<file path="src/common/rfs_pkg.sv">
// rfs_pkg: constants shared by the regulator fault sequencer
// assumes ramp values in millivolts and one osc tick per switching cycle
`default_nettype none
package rfs_pkg;
	// soft-start ramp points, millivolts
	localparam int RAMP_W = 11;
	localparam logic [10:0] REGULATION_POINT = 11'h320;
	localparam logic [10:0] FAULT_ENABLE_POINT = 11'h3E8;
	localparam logic [10:0] SYNC_POINT = 11'h2F8; // 95% of reference
	localparam logic [10:0] RAMP_STEP = 11'h001;
	// consecutive switching-cycle counts
	localparam logic [4:0] UV_CYCLES = 5'h10;
	localparam logic [4:0] OC_CYCLES = 5'h10;
	localparam logic [4:0] OV_CYCLES = 5'h02;
	localparam logic [4:0] PG_CYCLES = 5'h02;
	// register byte offsets
	localparam logic [7:0] CTRL_OFS = 8'h00;
	localparam logic [7:0] STATUS_OFS = 8'h04;
	localparam logic [7:0] CAUSE_OFS = 8'h08;
	// fault cause bit positions
	localparam int C_UV = 0;
	localparam int C_OV = 1;
	localparam int C_HS = 2;
	localparam int C_OC = 3;
	localparam int C_OT = 4;
	localparam int CAUSE_W = 5;
	// status field positions
	localparam int ST_FAULT_BIT = 3;
	localparam int ST_PG_BIT = 4;
	localparam int ST_EN_BIT = 5;
	localparam int ST_PIN_BIT = 6;
	localparam int ST_RAMP_LSB = 16;
	// bus responses
	localparam logic [1:0] RESP_OKAY = 2'h0;
	localparam logic [1:0] RESP_SLVERR = 2'h2;
	typedef enum logic [2:0] {
		ST_OFF = 3'b000,
		ST_SHORT_CHK = 3'b001,
		ST_RAMP = 3'b010,
		ST_RUN = 3'b011,
		ST_FAULT = 3'b100
	} rfs_state_t;
endpackage
`default_nettype wire

</file>
<file path="src/hw/rfs_sequencer.sv">
// rfs_sequencer: start-up, soft-start and fault supervision of a buck regulator
// assumes comparator inputs synchronous to aclk and osc_tick one pulse per switching cycle
//
// Added by the designer: the register offsets and register access over AXI4-Lite.
`timescale 1ns/1ps
`default_nettype none
module rfs_sequencer
	import rfs_pkg::*;
(
	input wire logic aclk,
	input wire logic aresetn,
	input wire logic osc_tick,
	input wire logic supply_lockout,
	input wire logic en_above_rise,
	input wire logic en_above_fall,
	input wire logic feedback_sense_short,
	input wire logic feedback_sense_uv,
	input wire logic feedback_sense_ov,
	input wire logic feedback_sense_pg_low,
	input wire logic feedback_sense_pg_high,
	input wire logic switch_node_high,
	input wire logic ls_fully_on,
	input wire logic current_limit,
	input wire logic temp_hot,
	input wire logic temp_cool,
	input wire logic power_good_out_i,
	output logic power_good_out_o,
	output logic power_good_out_oe,
	output logic hs_enable,
	output logic ls_enable,
	output logic ls_sync_enable,
	output logic en_sink_on,
	output logic en_pullup_on,
	output logic fault_latched,
	output logic [rfs_pkg::RAMP_W-1:0] ss_ramp,
	input wire logic [31:0] s_axi_awaddr,
	input wire logic s_axi_awvalid,
	output logic s_axi_awready,
	input wire logic [31:0] s_axi_wdata,
	input wire logic [3:0] s_axi_wstrb,
	input wire logic s_axi_wvalid,
	output logic s_axi_wready,
	output logic [1:0] s_axi_bresp,
	output logic s_axi_bvalid,
	input wire logic s_axi_bready,
	input wire logic [31:0] s_axi_araddr,
	input wire logic s_axi_arvalid,
	output logic s_axi_arready,
	output logic [31:0] s_axi_rdata,
	output logic [1:0] s_axi_rresp,
	output logic s_axi_rvalid,
	input wire logic s_axi_rready
);
	rfs_state_t state, next_state;
	logic [RAMP_W-1:0] next_ss_ramp;
	logic [4:0] uv_cnt, ov_cnt, oc_cnt, pgl_cnt, pgh_cnt;
	logic [4:0] next_uv_cnt, next_ov_cnt, next_oc_cnt, next_pgl_cnt, next_pgh_cnt;
	logic en_level, next_en_level, ot_hold, next_ot_hold;
	logic force_off, next_force_off;
	logic [CAUSE_W-1:0] cause, next_cause, set_cause;
	logic active, go_off, uv_armed;

	// consecutive-cycle counter step, saturating at its trip count
	function automatic logic [4:0] run_count(input logic [4:0] cnt, input logic cond,
		input logic tick, input logic arm, input logic [4:0] lim);
		logic [4:0] r;
		r = cnt;
		if (!arm || (tick && !cond)) begin
			r = 5'd0;
		end else if (tick && cnt < lim) begin
			r = cnt + 5'd1;
		end
		return r;
	endfunction

	////////////////////////////////////////////////////////////////////////////
	// supervision state: the ramp is only meaningful while a start is under way
	always_comb begin
		active = (state == ST_RAMP) || (state == ST_RUN);
		uv_armed = active && (ss_ramp >= FAULT_ENABLE_POINT);
		// enable comparator hysteresis: rise at upper, fall at lower threshold
		next_en_level = en_level;
		if (en_above_rise) begin
			next_en_level = 1'b1;
		end else if (!en_above_fall) begin
			next_en_level = 1'b0;
		end
		next_ot_hold = ot_hold;
		if (temp_hot) begin
			next_ot_hold = 1'b1;
		end else if (temp_cool) begin
			next_ot_hold = 1'b0;
		end
		next_uv_cnt = run_count(uv_cnt, feedback_sense_uv, osc_tick, uv_armed, UV_CYCLES);
		next_ov_cnt = run_count(ov_cnt, feedback_sense_ov, osc_tick, active, OV_CYCLES);
		next_oc_cnt = run_count(oc_cnt, current_limit, osc_tick, active, OC_CYCLES);
		next_pgl_cnt = run_count(pgl_cnt, feedback_sense_pg_low, osc_tick, active, PG_CYCLES);
		next_pgh_cnt = run_count(pgh_cnt, feedback_sense_pg_high, osc_tick, active, PG_CYCLES);
		set_cause = '0;
		set_cause[C_UV] = next_uv_cnt == UV_CYCLES;
		set_cause[C_OV] = next_ov_cnt == OV_CYCLES;
		set_cause[C_HS] = active && switch_node_high && ls_fully_on;
		set_cause[C_OC] = next_oc_cnt == OC_CYCLES;
		set_cause[C_OT] = active && temp_hot;
		go_off = supply_lockout || (en_level && !next_en_level) || force_off;
		next_state = state;
		next_ss_ramp = ss_ramp;
		case (state)
			ST_OFF: begin
				next_ss_ramp = '0;
				if (en_level && !supply_lockout && !ot_hold && !force_off) begin
					next_state = ST_SHORT_CHK;
				end
			end
			ST_SHORT_CHK: begin
				if (!feedback_sense_short) begin
					next_state = ST_RAMP;
				end
			end
			ST_RAMP: begin
				if (osc_tick) begin
					next_ss_ramp = ss_ramp + RAMP_STEP;
				end
				if (ss_ramp >= FAULT_ENABLE_POINT) begin
					next_state = ST_RUN;
				end
			end
			ST_RUN: begin
				next_state = ST_RUN;
			end
			ST_FAULT: begin
				next_state = ST_FAULT;
			end
			default: begin
				next_state = ST_OFF;
			end
		endcase
		if (set_cause != '0) begin
			next_state = ST_FAULT;
		end
		if (go_off) begin
			next_state = ST_OFF;
			next_ss_ramp = '0;
		end
	end

	// supervision registers
	always_ff @(posedge aclk) begin
		if (!aresetn) begin
			state <= ST_OFF;
			ss_ramp <= '0;
			uv_cnt <= '0;
			ov_cnt <= '0;
			oc_cnt <= '0;
			pgl_cnt <= '0;
			pgh_cnt <= '0;
			en_level <= 1'b0;
			ot_hold <= 1'b0;
		end else begin
			state <= next_state;
			ss_ramp <= next_ss_ramp;
			uv_cnt <= next_uv_cnt;
			ov_cnt <= next_ov_cnt;
			oc_cnt <= next_oc_cnt;
			pgl_cnt <= next_pgl_cnt;
			pgh_cnt <= next_pgh_cnt;
			en_level <= next_en_level;
			ot_hold <= next_ot_hold;
		end
	end

	////////////////////////////////////////////////////////////////////////////
	// pin outputs come from flops fed by the next state, so they track state exactly
	always_ff @(posedge aclk) begin
		if (!aresetn) begin
			hs_enable <= 1'b0;
			ls_enable <= 1'b0;
			ls_sync_enable <= 1'b0;
			en_sink_on <= 1'b0;
			en_pullup_on <= 1'b1;
			fault_latched <= 1'b0;
			power_good_out_o <= 1'b0;
			power_good_out_oe <= 1'b1;
		end else begin
			hs_enable <= (next_state == ST_RAMP) || (next_state == ST_RUN);
			ls_enable <= (next_state == ST_RAMP) || (next_state == ST_RUN);
			ls_sync_enable <= ((next_state == ST_RAMP) || (next_state == ST_RUN))
				&& (next_ss_ramp >= SYNC_POINT);
			en_sink_on <= next_state == ST_FAULT;
			en_pullup_on <= next_state != ST_FAULT;
			fault_latched <= next_state == ST_FAULT;
			power_good_out_o <= 1'b0; // open drain never drives high
			power_good_out_oe <= !((next_state == ST_RUN)
				&& (next_ss_ramp >= FAULT_ENABLE_POINT)
				&& (next_pgl_cnt != PG_CYCLES) && (next_pgh_cnt != PG_CYCLES));
		end
	end

	////////////////////////////////////////////////////////////////////////////
	// axi4-lite slave: address and data taken in either order, one of each at a time
	logic aw_held, w_held, next_aw_held, next_w_held;
	logic [7:0] aw_addr, next_aw_addr;
	logic [31:0] w_data, next_w_data;
	logic w_lane0, next_w_lane0;
	logic next_bvalid, next_rvalid;
	logic [1:0] next_bresp, next_rresp;
	logic [31:0] next_rdata, status_word;

	always_comb begin
		status_word = '0;
		status_word[2:0] = state;
		status_word[ST_FAULT_BIT] = state == ST_FAULT;
		status_word[ST_PG_BIT] = !power_good_out_oe;
		status_word[ST_EN_BIT] = en_level;
		status_word[ST_PIN_BIT] = power_good_out_i;
		status_word[ST_RAMP_LSB +: RAMP_W] = ss_ramp;
		next_aw_held = aw_held || s_axi_awvalid;
		next_aw_addr = aw_held ? aw_addr : s_axi_awaddr[7:0];
		next_w_held = w_held || s_axi_wvalid;
		next_w_data = w_held ? w_data : s_axi_wdata;
		next_w_lane0 = w_held ? w_lane0 : s_axi_wstrb[0];
		next_bvalid = s_axi_bvalid && !s_axi_bready;
		next_bresp = s_axi_bresp;
		next_force_off = force_off;
		// hardware set wins over a write-one-to-clear in the same cycle
		next_cause = cause | set_cause;
		if (aw_held && w_held && !s_axi_bvalid) begin
			next_aw_held = 1'b0;
			next_w_held = 1'b0;
			next_bvalid = 1'b1;
			next_bresp = RESP_OKAY;
			if (aw_addr == CTRL_OFS) begin
				if (w_lane0) begin
					next_force_off = w_data[0];
				end
			end else if (aw_addr == CAUSE_OFS) begin
				if (w_lane0) begin
					next_cause = (cause & ~w_data[CAUSE_W-1:0]) | set_cause;
				end
			end else if (aw_addr != STATUS_OFS) begin
				next_bresp = RESP_SLVERR;
			end
		end
		next_rvalid = s_axi_rvalid && !s_axi_rready;
		next_rdata = s_axi_rdata;
		next_rresp = s_axi_rresp;
		if (s_axi_arvalid && s_axi_arready) begin
			next_rvalid = 1'b1;
			next_rresp = RESP_OKAY;
			case (s_axi_araddr[7:0])
				CTRL_OFS: next_rdata = {31'h0, force_off};
				STATUS_OFS: next_rdata = status_word;
				CAUSE_OFS: next_rdata = {27'h0, cause};
				default: begin
					next_rdata = '0;
					next_rresp = RESP_SLVERR;
				end
			endcase
		end
	end

	// bus registers; ready flags are the inverse of the next holding state
	always_ff @(posedge aclk) begin
		if (!aresetn) begin
			aw_held <= 1'b0;
			w_held <= 1'b0;
			aw_addr <= '0;
			w_data <= '0;
			w_lane0 <= 1'b0;
			s_axi_awready <= 1'b0;
			s_axi_wready <= 1'b0;
			s_axi_bvalid <= 1'b0;
			s_axi_bresp <= RESP_OKAY;
			s_axi_arready <= 1'b0;
			s_axi_rvalid <= 1'b0;
			s_axi_rresp <= RESP_OKAY;
			s_axi_rdata <= '0;
			force_off <= 1'b0;
			cause <= '0;
		end else begin
			aw_held <= next_aw_held && !(s_axi_awvalid && !s_axi_awready && !aw_held);
			w_held <= next_w_held && !(s_axi_wvalid && !s_axi_wready && !w_held);
			aw_addr <= next_aw_addr;
			w_data <= next_w_data;
			w_lane0 <= next_w_lane0;
			s_axi_awready <= !next_aw_held || (s_axi_awvalid && !s_axi_awready && !aw_held);
			s_axi_wready <= !next_w_held || (s_axi_wvalid && !s_axi_wready && !w_held);
			s_axi_bvalid <= next_bvalid;
			s_axi_bresp <= next_bresp;
			s_axi_arready <= !next_rvalid && !(s_axi_arvalid && s_axi_arready);
			s_axi_rvalid <= next_rvalid;
			s_axi_rresp <= next_rresp;
			s_axi_rdata <= next_rdata;
			force_off <= next_force_off;
			cause <= next_cause;
		end
	end
endmodule
`default_nettype wire

</file>
<file path="config.mk">
export PLATFORM = sky130hd
export DESIGN_NAME = rfs_sequencer
export DESIGN_NICKNAME = d
export VERILOG_FILES = /design/src/common/rfs_pkg.sv /design/src/hw/rfs_sequencer.sv
export SDC_FILE = /design/constraint.sdc
export NUM_CORES = 1
export LEC_CHECK = 0
export BUFFER_PORTS_ARGS = -buffer_cell sky130_fd_sc_hd__buf_2
export CAP_MARGIN = 20
export CORE_ASPECT_RATIO = 0.75
export CORE_MARGIN = 10
export CORE_UTILIZATION = 53
export CTS_BUF_LIST = sky130_fd_sc_hd__clkbuf_4 sky130_fd_sc_hd__clkbuf_8
export DETAILED_ROUTE_END_ITERATION = 10
export GPL_TIMING_DRIVEN = 1
export HOLD_SLACK_MARGIN = 0.06
export PLACE_DENSITY = 0.95
export SYNTH_ARGS = -nofsm -noshare
export SYNTH_HDL_FRONTEND = slang
export SYNTH_SLANG_ARGS = --single-unit
</file>
<file path="constraint.sdc">
create_clock -name aclk -period 4 [get_ports aclk]
set_clock_uncertainty 0.05 [all_clocks]
set_input_delay 0.8 -clock aclk [delete_from_list [all_inputs] [get_ports aclk]]
set_output_delay 0.8 -clock aclk [all_outputs]
set_load 0.05 [all_outputs]
</file>
Word-level counts from Yosys, hierarchy flattened
Cells that the tools add are included.

Output and inout bits: 60. Logic and storage cells: 180. Register bits after elaboration: 109. Input port bits: 122.

Multiplexer cells: 36. $lt $le $gt $ge: 8. Bitwise logic cells: 4. Reduce and logical (&&, ||, !) cells: 80. Add/sub/neg operators: 6. Eq/ne operators: 17.

Operator list (count): one-hot mux 27 bit (3 select lines) (1); two-way mux 5 bit (14); logical AND 1 bit (34); >= comparator 11 x 10 -> 1 bit, second input constant (3); zero test 1 bit (26); adder 5 x 1 -> 5 bit, second input constant (5); two-way mux 11 bit (2); one-hot mux 11 bit (2 select lines) (1); == test 8 x 4 -> 1 bit, second input constant (2); zero test 8 bit (2); less-than comparator 5 x 2 -> 1 bit, second input constant (3); two-way mux 3 bit (5); one-hot mux 3 bit (5 select lines) (1); logical OR 1 bit (13); == test 3 x 2 -> 1 bit, second input constant (4); adder 11 x 1 -> 11 bit, second input constant (1); == test 5 bit, second input constant (2); less-than comparator 5 bit, second input constant (2); inequality test 5 x 2 -> 1 bit, second input constant (2); bitwise OR 5 bit (2); == test 8 x 3 -> 1 bit, second input constant (1); two-way mux 1 bit (8); two-way mux 2 bit (4); inequality test 8 x 3 -> 1 bit, second input constant (1); other kinds (11) (12).

Longest topological paths before layout
Word-level depth: 15. Mapped depth: 8. Gate-level depth less buffers: 7.

Worst setup path before layout
Ideal clock, no wire load.

Kind: input -> register. From: in osc_tick. To: reg ls_sync_enable. Path buffers: 1. Library setup time: 0.103 ns. Data required time: 3.847 ns. Slack: 1.106 ns. Data arrival time: 2.741 ns. Cell stages on the path: 7. Cell sequence: buf_4 > or3b_4 > nor4_4 > xnor2_1 > or3_1 > or3_1 > a2111oi_2.

Longest elaborated chain between the ends: 10. Elaborated cells between the ends (all ways): 29. Those cells by class: order compare: 1; eq/ne: 5; mux: 11; reduce/logical: 12.

RTL lines: start: declaration (line rfs_sequencer.sv:12) `input wire logic osc_tick,`; logical AND 1 bit (on tied branches) (line rfs_sequencer.sv:70, rfs_sequencer.sv:68); two-way mux 5 bit / logical OR 1 bit (equally long branches) (line rfs_sequencer.sv:70, rfs_sequencer.sv:68); two-way mux 5 bit (line rfs_sequencer.sv:68) `if (!arm || (tick && !cond)) begin`; == test 5 bit (tied with other cells) (line rfs_sequencer.sv:100) `set_cause[C_UV] = next_uv_cnt == UV_CYCLES;`; nonzero test 5 bit (line rfs_sequencer.sv:138) `if (set_cause != '0) begin`; two-way mux 3 bit (line rfs_sequencer.sv:138); two-way mux 3 bit (line rfs_sequencer.sv:141) `if (go_off) begin`; == test 3 x 2 -> 1 bit (line rfs_sequencer.sv:187) `ls_sync_enable <= ((next_state == ST_RAMP) || (next_state == ST_RUN))`; logical OR 1 bit (line rfs_sequencer.sv:187); logical AND 1 bit (*) (line rfs_sequencer.sv:188) `&& (next_ss_ramp >= SYNC_POINT);`; end signal: assignment (line rfs_sequencer.sv:187); end: declaration (line rfs_sequencer.sv:31) `output logic ls_sync_enable,`.

Mark *: on every way between the ends. The rest lies on a longest branch, timed or not. A chain may end at the register's enable or synchronous reset.

Worst setup path after layout
From: reg ss_ramp[1] (netlist name). To: reg ls_sync_enable.

Longest elaborated chain between the ends: 12. Elaborated cells between the ends (all ways): 20. Those cells by class: add/sub: 1; order compare: 2; eq/ne: 3; mux: 8; reduce/logical: 6.

RTL lines: start: declaration (line rfs_sequencer.sv:35) `output logic [rfs_pkg::RAMP_W-1:0] ss_ramp,`; start signal: assignment (line rfs_sequencer.sv:161) `ss_ramp <= next_ss_ramp;`; >= comparator 11 x 10 -> 1 bit (line rfs_sequencer.sv:80, rfs_sequencer.sv:124); logical AND 1 bit (line rfs_sequencer.sv:80) `uv_armed = active && (ss_ramp >= FAULT_ENABLE_POINT);`; zero test 1 bit (line rfs_sequencer.sv:68); logical OR 1 bit (line rfs_sequencer.sv:68); two-way mux 5 bit (line rfs_sequencer.sv:68); == test 5 bit (line rfs_sequencer.sv:100); nonzero test 5 bit (line rfs_sequencer.sv:138); two-way mux 3 bit (line rfs_sequencer.sv:138); two-way mux 3 bit (line rfs_sequencer.sv:141); == test 3 x 2 -> 1 bit (line rfs_sequencer.sv:187); logical OR 1 bit (line rfs_sequencer.sv:187); logical AND 1 bit (*) (line rfs_sequencer.sv:188).

Marks and branches as above.

==> key figures <==
Run status
  – Outcome: finished clean

Global route
  – Initial antenna violation count: 0
  – Global-route wire length before repair: 16.8 mm
  – Grt ovf: 0
  – Vias in the first global route: 3488
  – Overall Global Routing Usage: 16.9%
  – Largest net degree at the start of global routing: 60

Setup path
  – Worst r2r src: ss_ramp[1]
  – Startpoint types: flop
  – R2R depth: 7
  – FF-to-FF End: ls_sync_enable
  – WS Path Type: reg2reg
  – Arrival @ worst endpoint: 3200 ps
  – Worst R2R Setup Slack: 1000 ps
  – CP required: 4200 ps
  – CP startpoint: ss_ramp[1]
  – Worst Setup End Kind: flop
  – Critical Path Fanout Max: 6

Drt
  – Final ANT Viol Nets: 0
  – Total number of vias: 3665
  – Number of detailed-route iterations in the first pass: 5
  – DRC errors left: 0
  – Routed WL: 10.7 mm
  – Starting DRT DRC Count: 266
  – Routed len/inst: 16.2 um
  – Via density: 5.58

Placement
  – Placed Area: 4660 sq um
  – I/O Buffers: 86
  – Final HPWL DP: 7.90 mm
  – Placer Congestion: 0.875

Final layout
  – Share of cells above drive strength 1: 20.5%
  – Most common cell after layout, fill and taps aside: dfxtp_1
  – Most frequent cells in the layout: dfxtp_1 (93), buf_2 (86), nor2b_1 (52)
  – Cell area after layout: 4860 sq um
  – Fin nets: 677
  – Multi-input combinational cell area: 2160 sq um
  – Storage cell area: 1860 sq um
  – Diode count: 0
  – Area grow syn2layout: 15.0%
  – Fillers: 616

Timing
  – Period minus WS final: 3000 ps
  – Final hold vios: 0
  – Max Slew Vio Count: 0
  – Setup Viol. Count Final: 0
  – RSZ-0062 raised after global routing: no
  – FMAX: 333 MHz
  – Least-Margin Pin Slew: 918 ps
  – Final period utilization: 75.1%
  – Max-Slew Margin vs Limit: 38.6%
  – Post-route setup TNS: 0 ps

Die
  – I/O pin cnt: 182
  – Die extent in y: 97.3 um
  – Die Wd: 123 um
  – Core area: 7810 sq um
  – Initial Util: 54.1%
  – Die ar.: 12000 sq um
  – Row cnt: 28

Power
  – Leakage power: 1.93 nW
  – PD cells: 363 nW/um^2
  – VDD IR max: 0.186 mV

Synth
  – Ranking of synthesized cells by area: dfxtp_1 (44%), nor2b_1 (7.7%), mux2i_1 (4.3%)
  – Area of the mapped netlist: 4230 sq um
  – EDFF count, synth: 0
  – Post-synth cell types: 53
  – Synth area leader: dfxtp_1
  – Top-area cell type share of the netlist area: 44.0%
  – Mean post-synth cell area: 8.99 sq um
  – Syn Inst Count: 470
  – Top_reg_cell synth: dfxtp_1
  – Sequential share of the synthesized area: 44.0%
  – Async SR Flop Fraction: 0%
  – Yosys warnings: 0
  – FF+latch count, synth: 93

Min path
  – Hold Path Stages: 2
  – HP Start: pgh_cnt[3]
  – Worst min-delay path class: reg2reg
  – Worst Hold Path EP: pgh_cnt[3]

Clocking
  – Clock insertion delay at the later pin of the skew report: 360 ps
  – Setup bufs post-CTS: 0
  – Clk Tree Root Cell: clkbuf_8
  – CTS buffer count: 9
  – # clock sinks: 93
  – Hold-fix buffers at CTS: 0
  – Clk buf depth: 2
  – Post-CTS sizing: 0
  – Htree depth: 3
  – Clock transition at path regs: 90 ps
  – CTS tree: done

Job
  – Max_cap viols: 0
worst max-delay path by stage:
stage / end / slack, ps
2_1_floorplan: ls_sync_enable / 1110
4_1_cts: ls_sync_enable / 1000
3_3_place_gp: ls_sync_enable / 980
6_report: ls_sync_enable / 1000
3_5_place_dp: ls_sync_enable / 900
5_1_grt: ls_sync_enable / 790
registers in the layout, indices dropped and copies added (netlist names), 3 cells and up:
name and cells:
aw_addr 8, pgh_cnt 5, cause 5, oc_cnt 5, w_data 5, state 3, ss_ramp 11, ov_cnt 5
s_axi_rdata 18, uv_cnt 5, pgl_cnt 5
synthesized netlist by cell type, drive strengths merged (11+ instances only):
library cell  instances
nand3                12
xnor2                11
mux2i                18
dfxtp                93
clkbuf               17
inv                  12
nor2                 42
a21oi                22
buf                  22
nor2b                52
nor3                 18
a22oi                17
nand2                23
critical path, cell delays in order, from the launching register on:
cell,delay [ps]
dfxtp_1,450
ha_1,300
nand4bb_1,300
nor3_1,530
xor2_1,170
or3_1,320
or3_1,380
a2111oi_2,390
per-stage QoR:
stage               cells  power, mW  hold slack (ps)  utilization, %  worst slack (ps)
finish                657       1.76              401            62.2               997
global route          657       1.81              420            62.2               795
CTS                   657       1.77              403            62.2              1000
detailed placement    642       1.14              389            59.6               899
global placement      642       1.13              383            59.6               979
floorplan             486       1.11              372               -              1110
power by group:
group | switching, mW | internal, mW
clock | 0.318 | 0.327
sequential | 0.0165 | 0.943
combinational | 0.105 | 0.0534
total | 0.439 | 1.32
layer usage:
metal / routed length (um) / track usage [%] / part of all wire [%]
met1: 4310 / 19.3 / 40
met3: 932 / 4.88 / 8.7
met5: 0 / 0 / 0
met2: 5200 / 29.2 / 49
met4: 228 / 6.08 / 2.1
cell type report:
cell class / instances / share of cell area [%]
Multi-Input combinational cell: 342 / 44.4
Sequential cell: 93 / 38.3
Timing Repair Buffer: 90 / 9.47
Clock buffer: 12 / 3.27
Tap cell: 105 / 2.70
Clock inverter: 3 / 0.927
Inverter: 12 / 0.927
logic make-up after synthesis:
family / count (synthesis) / synth area share (%)
buffers and inverters: 51 / 6.33
other: 1 / 0.0887
AO/OA/AOI/OAI: 82 / 13.1
XOR/XNOR: 18 / 3.73
AND/OR/NAND/NOR: 199 / 26.1
adder cells (fa/ha/maj): 7 / 2.07
flip-flops: 93 / 44.0
multiplexers: 19 / 4.53
Note: power is estimated with default switching activity, not from simulation.
